### src/pkg/afp_defines.svh
// Purpose: Offsets, field positions, reset values and timing counts of the fault manager
// Assumes: 100 MHz core clock
// Notes: Included by bare name; definitions only
`ifndef AFP_DEFINES_SVH
`define AFP_DEFINES_SVH

// Clock
`define AFP_CLK_PERIOD_NS 10

// Register byte offsets
`define AFP_REG_CTRL 8'h00
`define AFP_REG_STATUS 8'h04
`define AFP_REG_LIVE 8'h08

// Field positions
`define AFP_CTRL_SD_BIT 0
`define AFP_LIVE_ERR_LSB 0
`define AFP_LIVE_FAULT_BIT 8
`define AFP_LIVE_TOGGLE_BIT 9
`define AFP_LIVE_PLAY_BIT 10
`define AFP_ERR_WIDTH 6

// Reset values
`define AFP_CTRL_RESET 1'b1
`define AFP_STATUS_RESET 6'h00

// Timing: recovery timeout in microseconds, DC detect time in milliseconds
`define AFP_FAULT_RECOVERY_TIME_US 1000
`define AFP_FAULT_RECOVERY_CYCLES (`AFP_FAULT_RECOVERY_TIME_US * 1000 / `AFP_CLK_PERIOD_NS)
`define AFP_DC_DETECT_TIME_MS 420
`define AFP_DC_DETECT_CYCLES (`AFP_DC_DETECT_TIME_MS * 1000000 / `AFP_CLK_PERIOD_NS)

`endif

### src/pkg/afp_pkg.sv
// Purpose: Types shared by the fault manager modules
// Assumes: Nothing beyond the defines header
// Notes: Bit 0 of an error vector is over-voltage
package afp_pkg;

  // One bit per protected error, over-voltage in bit 0
  typedef struct packed {
    logic over_temp_err;
    logic dc_detect_err;
    logic over_current_err;
    logic clock_err;
    logic under_voltage_err;
    logic over_voltage_err;
  } afp_err_t;

  // Output stage supervision states
  typedef enum logic [0:0] {
    AFP_RUN,
    AFP_LATCHED
  } afp_state_t;

  // Whole state of the manager
  typedef struct packed {
    afp_state_t st;
    logic toggle_seen;
    logic [31:0] timer;
    afp_err_t status;
    logic sd_bit;
    logic sd_prev;
    logic fault_drive;
    logic play_en;
    logic ack;
    logic [31:0] rdata;
  } afp_mgr_t;

endpackage

### src/design/afp_sync.sv
// Purpose: Two-flop synchroniser for a group of asynchronous levels
// Assumes: Each bit is a slow level, not a bus
// Notes: Bits are synchronised independently
`timescale 1ns/10ps
module afp_sync #(
  parameter int WIDTH = 1
) (
  // Clock and reset
  input wire logic clock_i,
  input wire logic rst_n_i,
  // Levels
  input wire logic [WIDTH-1:0] din_i,
  output logic [WIDTH-1:0] dout_o
);

  typedef struct packed {
    logic [WIDTH-1:0] meta;
    logic [WIDTH-1:0] stable;
  } afp_sync_t;

  afp_sync_t sync_reg;
  afp_sync_t sync_next;

  ////////////////////////////////////////////////////////////////////////////////
  // First stage feeds only the second
  always_comb
  begin
    sync_next.meta = din_i;
    sync_next.stable = sync_reg.meta;
  end

  // Reset to zero: a held-low shutdown reads as shutdown
  always_ff @(posedge clock_i or negedge rst_n_i)
  begin
    if (!rst_n_i)
    begin
      sync_reg <= '0;
    end
    else
    begin
      sync_reg <= sync_next;
    end
  end

  assign dout_o = sync_reg.stable;

endmodule

### src/design/afp_dc_detect.sv
// Purpose: DC detect timer per channel
// Assumes: Duty flags already synchronised; high while duty is beyond 60 percent
// Notes: A polarity change or a gap restarts the count
`timescale 1ns/10ps
`include "afp_defines.svh"
module afp_dc_detect #(
  parameter int CHANNELS = 2,
  parameter logic [31:0] DC_DETECT_CYCLES = `AFP_DC_DETECT_CYCLES
) (
  // Clock and reset
  input wire logic clock_i,
  input wire logic rst_n_i,
  // Per channel duty flags
  input wire logic [CHANNELS-1:0] duty_pos_i,
  input wire logic [CHANNELS-1:0] duty_neg_i,
  // Result
  output logic dc_detect_err_o
);

  typedef struct packed {
    logic [CHANNELS-1:0][31:0] cnt;
    logic [CHANNELS-1:0] pol;
    logic err;
  } afp_dc_t;

  afp_dc_t dc_reg;
  afp_dc_t dc_next;
  logic [CHANNELS-1:0][31:0] cnt_n;
  logic [CHANNELS-1:0] hit_n;

  ////////////////////////////////////////////////////////////////////////////////
  // One counter per channel; saturates one above the limit
  genvar ch;
  generate
    for (ch = 0; ch < CHANNELS; ch++)
    begin : g_ch
      logic beyond;
      assign beyond = duty_pos_i[ch] ^ duty_neg_i[ch];
      // Fresh start on new excursion or polarity flip
      assign cnt_n[ch] = !beyond ? 32'h0 :
                         ((dc_reg.cnt[ch] == 32'h0) || (dc_reg.pol[ch] != duty_pos_i[ch])) ?
                         32'h1 :
                         (dc_reg.cnt[ch] > DC_DETECT_CYCLES) ? dc_reg.cnt[ch] :
                         dc_reg.cnt[ch] + 32'h1;
      assign hit_n[ch] = cnt_n[ch] > DC_DETECT_CYCLES; // Strictly longer
    end
  endgenerate

  // Gather per channel results
  always_comb
  begin
    dc_next.cnt = cnt_n;
    dc_next.pol = duty_pos_i;
    dc_next.err = |hit_n;
  end

  // State register
  always_ff @(posedge clock_i or negedge rst_n_i)
  begin
    if (!rst_n_i)
    begin
      dc_reg <= '0;
    end
    else
    begin
      dc_reg <= dc_next;
    end
  end

  assign dc_detect_err_o = dc_reg.err;

endmodule

### src/design/afp_fault_mgr.sv
// Purpose: Fault supervision and recovery for a stereo class-D output stage
// Assumes: Detector levels arrive asynchronously; classic Wishbone register access
// Notes: Fault pin is open drain, driven low only through its enable
//   Hysteresis gates the exit from any latched fault, not only over-temperature
//   Status bits are sticky; a new event beats a write-one clear
//   The recovery timer runs from fault entry, not from the shutdown toggle
// How it works
// - Each error is latching or non-latching.
// - Latching errors clear only on shutdown toggle.
// - Error present at release re-enters fault.
// - Resume needs toggle, clean condition, elapsed timeout.
// - Non-latching errors recover automatically when gone.
// - Non-latching except clock never pull fault.
// - Clock error pulls fault, releases immediately.
// - Fault pin drives low or floats.
// - Latched fault holds line low until resume; here it floats once timed out and clean while shutdown is low or rising.
// - Every error has its own status bit.
// - Over-voltage is non-latching, no fault line.
// - Under-voltage is non-latching, no fault line.
// - Clock error from clock checker, clears valid.
// - Over-current latching; timeout plus toggle clear.
// - DC detect latching; timeout plus toggle clear.
// - Over-temp also needs fall below hysteresis.
// - DC error after 420 ms beyond 60%.
// - Shutdown low stops, high runs amplifier.
//
// The register offsets and the Wishbone slave port were decided locally.
`timescale 1ns/10ps
`include "afp_defines.svh"
module afp_fault_mgr #(
  parameter int CHANNELS = 2,
  parameter logic [31:0] FAULT_RECOVERY_CYCLES = `AFP_FAULT_RECOVERY_CYCLES,
  parameter logic [31:0] DC_DETECT_CYCLES = `AFP_DC_DETECT_CYCLES
) (
  // Clock and reset
  input wire logic clock_i,
  input wire logic rst_n_i,
  // Wishbone slave
  input wire logic wb_cyc_i,
  input wire logic wb_stb_i,
  input wire logic wb_we_i,
  input wire logic [7:0] wb_adr_i,
  input wire logic [3:0] wb_sel_i,
  input wire logic [31:0] wb_dat_i,
  output logic [31:0] wb_dat_o,
  output logic wb_ack_o,
  // Detector levels, asynchronous
  input wire logic over_voltage_i,
  input wire logic under_voltage_i,
  input wire logic clock_invalid_i,
  input wire logic over_current_i,
  input wire logic over_temp_i,
  input wire logic temp_above_hyst_i,
  input wire logic [CHANNELS-1:0] duty_pos_i,
  input wire logic [CHANNELS-1:0] duty_neg_i,
  // Shutdown pin, active low
  input wire logic amp_shutdown_n_i,
  // Open-drain fault pin
  output logic amp_fault_n_o,
  output logic amp_fault_n_oe_o,
  // Output stage control
  output logic play_en_o
);

  localparam int NSYNC = 7 + 2 * CHANNELS;

  afp_pkg::afp_mgr_t mgr_reg;
  afp_pkg::afp_mgr_t mgr_next;
  logic [NSYNC-1:0] sync_out;
  wire logic [NSYNC-1:0] sync_in;
  logic s_ov;
  logic s_uv;
  logic s_clk;
  logic s_oc;
  logic s_ot;
  logic s_hyst;
  logic s_sd_pin;
  logic [CHANNELS-1:0] s_pos;
  logic [CHANNELS-1:0] s_neg;
  logic dc_err;

  ////////////////////////////////////////////////////////////////////////////////
  // Gather every asynchronous level into one group, over-voltage in bit 0
  assign sync_in[0] = over_voltage_i;
  assign sync_in[1] = under_voltage_i;
  assign sync_in[2] = clock_invalid_i;
  assign sync_in[3] = over_current_i;
  assign sync_in[4] = over_temp_i;
  assign sync_in[5] = temp_above_hyst_i;
  assign sync_in[6] = amp_shutdown_n_i;
  assign sync_in[7 +: CHANNELS] = duty_pos_i;
  assign sync_in[7 + CHANNELS +: CHANNELS] = duty_neg_i;

  // Pin synchronisers; reset clears both stages, so the shutdown pin reads low
  // and the stage stays off until the pin has been seen high
  afp_sync #(
    .WIDTH(NSYNC)
  ) u_sync (
    .clock_i(clock_i),
    .rst_n_i(rst_n_i),
    .din_i(sync_in),
    .dout_o(sync_out)
  );

  // Split the synchronised group; bit order matches the gather above,
  // so a new detector must be added in both places
  assign s_ov = sync_out[0];
  assign s_uv = sync_out[1];
  assign s_clk = sync_out[2];
  assign s_oc = sync_out[3];
  assign s_ot = sync_out[4];
  assign s_hyst = sync_out[5];
  assign s_sd_pin = sync_out[6];
  assign s_pos = sync_out[7 +: CHANNELS];
  assign s_neg = sync_out[7 + CHANNELS +: CHANNELS];

  // DC detect timers; they see the synchronised duty flags, which adds two
  // cycles to a limit far longer than that, so the skew is not corrected
  // Limitation: only the count is checked, the duty threshold sits outside
  afp_dc_detect #(
    .CHANNELS(CHANNELS),
    .DC_DETECT_CYCLES(DC_DETECT_CYCLES)
  ) u_dc (
    .clock_i(clock_i),
    .rst_n_i(rst_n_i),
    .duty_pos_i(s_pos),
    .duty_neg_i(s_neg),
    .dc_detect_err_o(dc_err)
  );

  ////////////////////////////////////////////////////////////////////////////////
  // Next state
  always_comb
  begin
    afp_pkg::afp_err_t live;
    afp_pkg::afp_err_t w1c;
    logic sd_n;
    logic sd_rise;
    logic latch_cond;
    logic latch_clean;
    logic access;
    logic reentry;
    logic release_ok;
    live = '0;
    w1c = '0;
    sd_n = 1'b0;
    sd_rise = 1'b0;
    latch_cond = 1'b0;
    latch_clean = 1'b0;
    access = 1'b0;
    reentry = 1'b0;
    release_ok = 1'b0;
    // Hold everything unless a branch below moves it
    mgr_next = mgr_reg;

    // Detector levels are read only after both flops, never straight from pins,
    // so a glitch shorter than a cycle may be missed; the detectors hold levels
    // Classify live conditions
    live.over_voltage_err = s_ov; // Non-latching
    live.under_voltage_err = s_uv; // Non-latching
    live.clock_err = s_clk; // Clock checker verdict
    live.over_current_err = s_oc;
    live.dc_detect_err = dc_err;
    live.over_temp_err = s_ot;
    latch_cond = s_oc | dc_err | s_ot; // Latching class
    // Over-temp must also be under hysteresis to count as gone
    latch_clean = !s_oc && !dc_err && !s_ot && !s_hyst;

    // Pin or control bit low means shutdown
    sd_n = s_sd_pin & mgr_reg.sd_bit;
    sd_rise = sd_n & !mgr_reg.sd_prev;
    mgr_next.sd_prev = sd_n;

    // Bus access: one-cycle ack, never back to back
    // A request still held after ack is taken again, so the master
    // must drop strobe on the edge at which it sees ack
    // Only byte lane 0 carries writable register bits
    access = wb_cyc_i & wb_stb_i & !mgr_reg.ack;
    mgr_next.ack = access;
    mgr_next.rdata = 32'h0;
    if (access && wb_we_i && wb_sel_i[0])
    begin
      if (wb_adr_i == `AFP_REG_CTRL)
      begin
        mgr_next.sd_bit = wb_dat_i[`AFP_CTRL_SD_BIT];
      end
      if (wb_adr_i == `AFP_REG_STATUS)
      begin
        w1c = wb_dat_i[`AFP_ERR_WIDTH-1:0];
      end
    end

    // Latching supervision; the timer counts from entry, so a late toggle may
    // resume at once, while a toggle that still finds the cause present starts
    // the whole wait over
    unique case (mgr_reg.st)
      afp_pkg::AFP_RUN:
      begin
        if (latch_cond)
        begin
          mgr_next.st = afp_pkg::AFP_LATCHED;
          mgr_next.timer = FAULT_RECOVERY_CYCLES; // Timer starts at entry
          mgr_next.toggle_seen = 1'b0;
        end
      end
      afp_pkg::AFP_LATCHED:
      begin
        if (mgr_reg.timer != 32'h0)
        begin
          mgr_next.timer = mgr_reg.timer - 32'h1;
        end
        if (sd_rise && latch_cond)
        begin
          // Still faulty at release: fault again
          reentry = 1'b1;
          mgr_next.timer = FAULT_RECOVERY_CYCLES;
          mgr_next.toggle_seen = 1'b0;
        end
        else if (sd_rise)
        begin
          mgr_next.toggle_seen = 1'b1; // Only a toggle clears
        end
        else if (mgr_reg.toggle_seen && mgr_reg.timer == 32'h0 && sd_n && latch_clean)
        begin
          mgr_next.st = afp_pkg::AFP_RUN; // All four met, shutdown high included
          mgr_next.toggle_seen = 1'b0;
        end
      end
    endcase

    // Sticky status, a set beats a clear in the same cycle
    // so an event in the clearing cycle is never lost
    mgr_next.status = (mgr_reg.status & ~w1c) | live;
    if (reentry)
    begin
      mgr_next.status = mgr_next.status | (live & 6'h38);
    end

    // Once the timeout is over and the cause is gone, the line floats while shutdown
    // is low or just rising; a host that ties the line back to shutdown thus makes
    // its own toggle instead of waiting forever
    release_ok = (mgr_next.st == afp_pkg::AFP_LATCHED) && (mgr_next.timer == 32'h0) &&
                 latch_clean && (!sd_n || sd_rise);
    // Fault line: latched state or clock error only
    mgr_next.fault_drive = ((mgr_next.st == afp_pkg::AFP_LATCHED) && !release_ok) | s_clk;
    // Supply and clock errors mute without touching the latch state
    // Playback gated by live non-latching errors, no toggle needed
    mgr_next.play_en = (mgr_next.st == afp_pkg::AFP_RUN) & sd_n & !s_ov & !s_uv & !s_clk;

    // Read data is registered with ack and zero between answers,
    // so a stale word never sits on the bus
    // Read mux; unmapped reads return zero
    if (access && !wb_we_i)
    begin
      unique case (wb_adr_i)
        `AFP_REG_CTRL:
        begin
          mgr_next.rdata = {31'h0, mgr_reg.sd_bit};
        end
        `AFP_REG_STATUS:
        begin
          mgr_next.rdata = {26'h0, mgr_reg.status};
        end
        `AFP_REG_LIVE:
        begin
          mgr_next.rdata = {21'h0, mgr_reg.play_en, mgr_reg.toggle_seen,
                            mgr_reg.st == afp_pkg::AFP_LATCHED, 2'h0, live};
        end
        default:
        begin
          mgr_next.rdata = 32'h0;
        end
      endcase
    end
  end

  ////////////////////////////////////////////////////////////////////////////////
  // State register
  // Shutdown bit resets high, so software must clear it to stop the stage
  always_ff @(posedge clock_i or negedge rst_n_i)
  begin
    if (!rst_n_i)
    begin
      mgr_reg <= '0;
      mgr_reg.st <= afp_pkg::AFP_RUN;
      mgr_reg.sd_bit <= `AFP_CTRL_RESET;
      mgr_reg.status <= `AFP_STATUS_RESET;
    end
    else
    begin
      mgr_reg <= mgr_next;
    end
  end

  ////////////////////////////////////////////////////////////////////////////////
  // Outputs; the pin level is always low, only the enable moves
  // The fault pin is never driven high; the pull-up owns the released level
  assign amp_fault_n_o = 1'b0;
  assign amp_fault_n_oe_o = mgr_reg.fault_drive;
  assign play_en_o = mgr_reg.play_en;
  assign wb_ack_o = mgr_reg.ack;
  assign wb_dat_o = mgr_reg.rdata;

endmodule

### config.mk
export PLATFORM = sky130hd
export DESIGN_NAME = afp_fault_mgr
export DESIGN_NICKNAME = d
export VERILOG_FILES = /design/src/pkg/afp_pkg.sv /design/src/design/afp_sync.sv /design/src/design/afp_dc_detect.sv /design/src/design/afp_fault_mgr.sv
export VERILOG_INCLUDE_DIRS = /design/src /design/src/pkg
export SDC_FILE = /design/constraint.sdc
export NUM_CORES = 1
export LEC_CHECK = 0
export BUFFER_PORTS_ARGS = -buffer_cell sky130_fd_sc_hd__buf_2
export CORE_MARGIN = 4
export CORE_UTILIZATION = 52
export CTS_CLUSTER_DIAMETER = 80
export DETAILED_ROUTE_END_ITERATION = 12
export GPL_TIMING_DRIVEN = 0
export PLACE_DENSITY = 0.8
export SKIP_LAST_GASP = 1
export SLEW_MARGIN = 20
export SYNTH_ARGS = -nofsm -noshare
export SYNTH_HDL_FRONTEND = slang
export SYNTH_SLANG_ARGS = --single-unit
### constraint.sdc
create_clock -name clock_i -period 8.7 [get_ports clock_i]
set_input_delay 0.87 -clock clock_i [delete_from_list [all_inputs] [get_ports clock_i]]
set_output_delay 0.87 -clock clock_i [all_outputs]
set_load 0.02 [all_outputs]
==> run metrics <==
run status=complete, no violations; later-pin clock latency in the skew report=430 ps; placed cell area=8650 sq um; largest cells by area after synthesis=dfrtp_1, nor2_1, nand2_1; std cell rows=45; post-cts resize count=0; Synth Area in Compound Gates=14.6%; switching share of power=27.4%; hpwl dp=13900 microns; GR Util All Layers=22.9%; die width=133 microns; flip-flop count of the largest register after layout=66; Core ar.=15200 sq um; Starting DRT DRC Count=888; Buf/Inv on CP=2; Clock Pin Slew Worst Setup and Hold Paths=60 ps; Routed Antenna Nets=0; Clock power frac=45.4%; final cell utilization of the core=60.9%; area grow syn2layout=14.7%; post-synthesis mux area share=1.64%; Tmin final=4250 ps; simple-gate area share of the yosys netlist=27.7%; largest stage delay on the critical path=600 ps; residual DRC count=0; Avg Cell Area, Syn=9.14 sq um; total gr overflow=0; Worst Hold Class=reg2reg; DRT Wirelength=20100 microns; Int Pwr=1.20 mW; Nets=1034; leakage power=3.99 nW; Setup Skew=9.88 ps; Mapped Cells=883; VDD IR max=0.000161 V; CP max stage cell=or4b_2; Crit path top cell by count=nor4_1; FF-to-FF Start=mgr_reg[43]; Worst slew margin=31.5%; Mapped Area=8070 sq um; CP startpoint=mgr_reg[43]; combinational power share=10.0%; crit path DAT=4520 ps; Post-CTS Setup Inserts=0; hold path start=u_sync.sync_next[8]; CTS tree=done; max cap viols=0; routed len/inst=17.2 microns; Root Driver=clkbuf_16; Psw=0.454 mW; die area=17600 sq um; final hold vios=0; Synth cell types=82; Ys Warns=0; XOR/XNOR Fraction of Synth Area=4.23%; GP Congestion=0.926; Clock Sink Count=143; Post-synth ARST share=100%; I/O pin count=96; Reg power frac=44.6%; CP delay by family, top=simple AND/OR/NAND/NOR gates; Startpoint Class=register; number of global-route vias before repair=6763; cts bufs inserted=17; CP Class=reg2reg; worst endpoint required time=8970 ps; maximum buffer depth of the clock tree=2; worst path cell trace=inv_1, ha_1, or4b_2, nor4_1, nand4b_1, or3_2, clkbuf_1, nand3_1, or4b_1, nor4_1, nor4bb_1, a41oi_1; Worst setup EP type=register; initial antenna violation count=0; ys flop type=dfrtp_1; share of layout cells above drive strength 1=14.5%; H-Tree Depth=4; Die H=133 microns; Max FO, Critical Path=6; # hold bufs at CTS=0; Vias/cell=6.13; Starting Density=53.1%; Ant. Diodes=0; number of flops mapped to enable cells by yosys=0; Seq/Total Area, Yosys=44.3%; Yosys top cell by area=dfrtp_1; fmax=235 MHz; Vias=7171; largest family of logic cells by synthesized area=simple AND/OR/NAND/NOR gates; Worst Tran Pin Value=1020 ps; Adder-Cell Fraction of Synth Area=0.930%; first-pass iteration count of the detailed router=6; fin crit share=48.9%; global-route wire length before repair=33200 microns; #FFs+latches synth=143; IO buf count=42; PD cells=179 nW/um^2; final slew viol count=0; final instance area=9260 sq um; pin count of the biggest net entering global routing=74; share of the synthesized area in the top cell type=44.0%; Final setup violation count=0; RSZ-0062 raised after global routing=no; final setup TNS=0 ps
-- cells by family (layout without fill, tap and decap cells) --
| group | count (synthesis) | count (layout) |
|---|---|---|
| compound gates | 168 | 168 |
| xor+xnor | 39 | 39 |
| fa+ha+maj | 6 | 6 |
| buf+inv | 96 | 171 |
| flops | 143 | 143 |
| mux | 13 | 13 |
| other cells | 1 | 24 |
| simple gates | 417 | 417 |
-- metrics by stage --
| stage | hold slack [ps] | std cells | setup WS [ps] | power, mW |
|---|---|---|---|---|
| finish | 352 | 1169 | 4450 | 1.66 |
| global route | 356 | 1169 | 4310 | 1.72 |
| CTS | 355 | 1169 | 4520 | 1.66 |
| detailed placement | 336 | 1137 | 4540 | 0.910 |
| global placement | 334 | 1136 | 4490 | 0.901 |
| floorplan | 331 | 906 | 5250 | 0.851 |
-- metal layers --
metal | track usage [%] | up-vias | wire, microns
li1 | - | 3362 | -
met1 | 30.9 | 3428 | 8730
met3 | 5.67 | 55 | 1450
met5 | 0 | - | 0
met2 | 35.9 | 326 | 9410
met4 | 8.66 | 0 | 522
-- final timing paths --
check,to,slack (ps),depth (start not counted)
setup / recovery,amp_fault_n_oe_o,4450,12
hold / removal,u_sync.dout_o[8],350,0
setup reg to reg,amp_fault_n_oe_o,4450,12
hold reg to reg,u_sync.dout_o[8],350,0
max in group asynchronous,mgr_reg[36],7530,2
min in group asynchronous,mgr_reg[69],410,1
-- cells in the mapped netlist, types with 6 or more instances --
library cell  number
and2_1            23
o311ai_0           7
inv_1             20
nor4_1            25
nand4_1           23
nor3_1            31
buf_4             34
nand3_1           39
a31oi_1            8
o211ai_1          10
nand2_1           74
and3_1            18
nor2_1            90
or4_1             10
or2_2              7
a211oi_1           8
o21ai_0           33
dfrtp_1          142
mux2i_1           11
or3_1             12
o31ai_1            9
and4_1             9
a21o_1            10
nor2b_1           11
ha_1               6
nand2b_1          11
xnor2_1           20
clkbuf_1          32
xor2_1            19
a21oi_1           27
-- area by class of cell --
type                            count  area [sq um]
Fill cell                        1299          5940
Multi-Input combinational cell    667          4070
Sequential cell                   143          3580
Buffer                             76           443
Clock buffer                       18           439
Timing Repair Buffer               43           248
Tap cell                          188           235
Clock inverter                     14           171
Inverter                           20          75.1
-- cell usage in the layout, fill, tap and decap left out, drive strengths merged, types with 5 or more instances in the layout --
cell type,count
nand4,23
o31ai,9
and2,24
nand2b,11
nor4,26
and3,18
buf,83
or4,13
a21o,10
mux2i,11
and4,9
nor2b,11
a31oi,8
dfrtp,142
o311ai,8
or2,7
nand4b,5
conb,24
nor3b,5
inv,28
a211oi,8
o211ai,11
o2111ai,5
xnor2,20
or3,15
o22ai,5
a22oi,5
ha,6
nor2,90
nor3,31
o21ai,35
nand2,74
a21oi,27
nand3,40
clkbuf,52
xor2,19
-- power by group through the flow --
stage | clock [mW] | combinational [mW] | sequential [mW]
floorplan | 0 | 0.114 | 0.737
global placement | 0 | 0.156 | 0.745
detailed placement | 0 | 0.161 | 0.749
CTS | 0.762 | 0.165 | 0.738
global route | 0.791 | 0.185 | 0.744
finish | 0.752 | 0.166 | 0.740
Power figures use the tool's default switching activity.
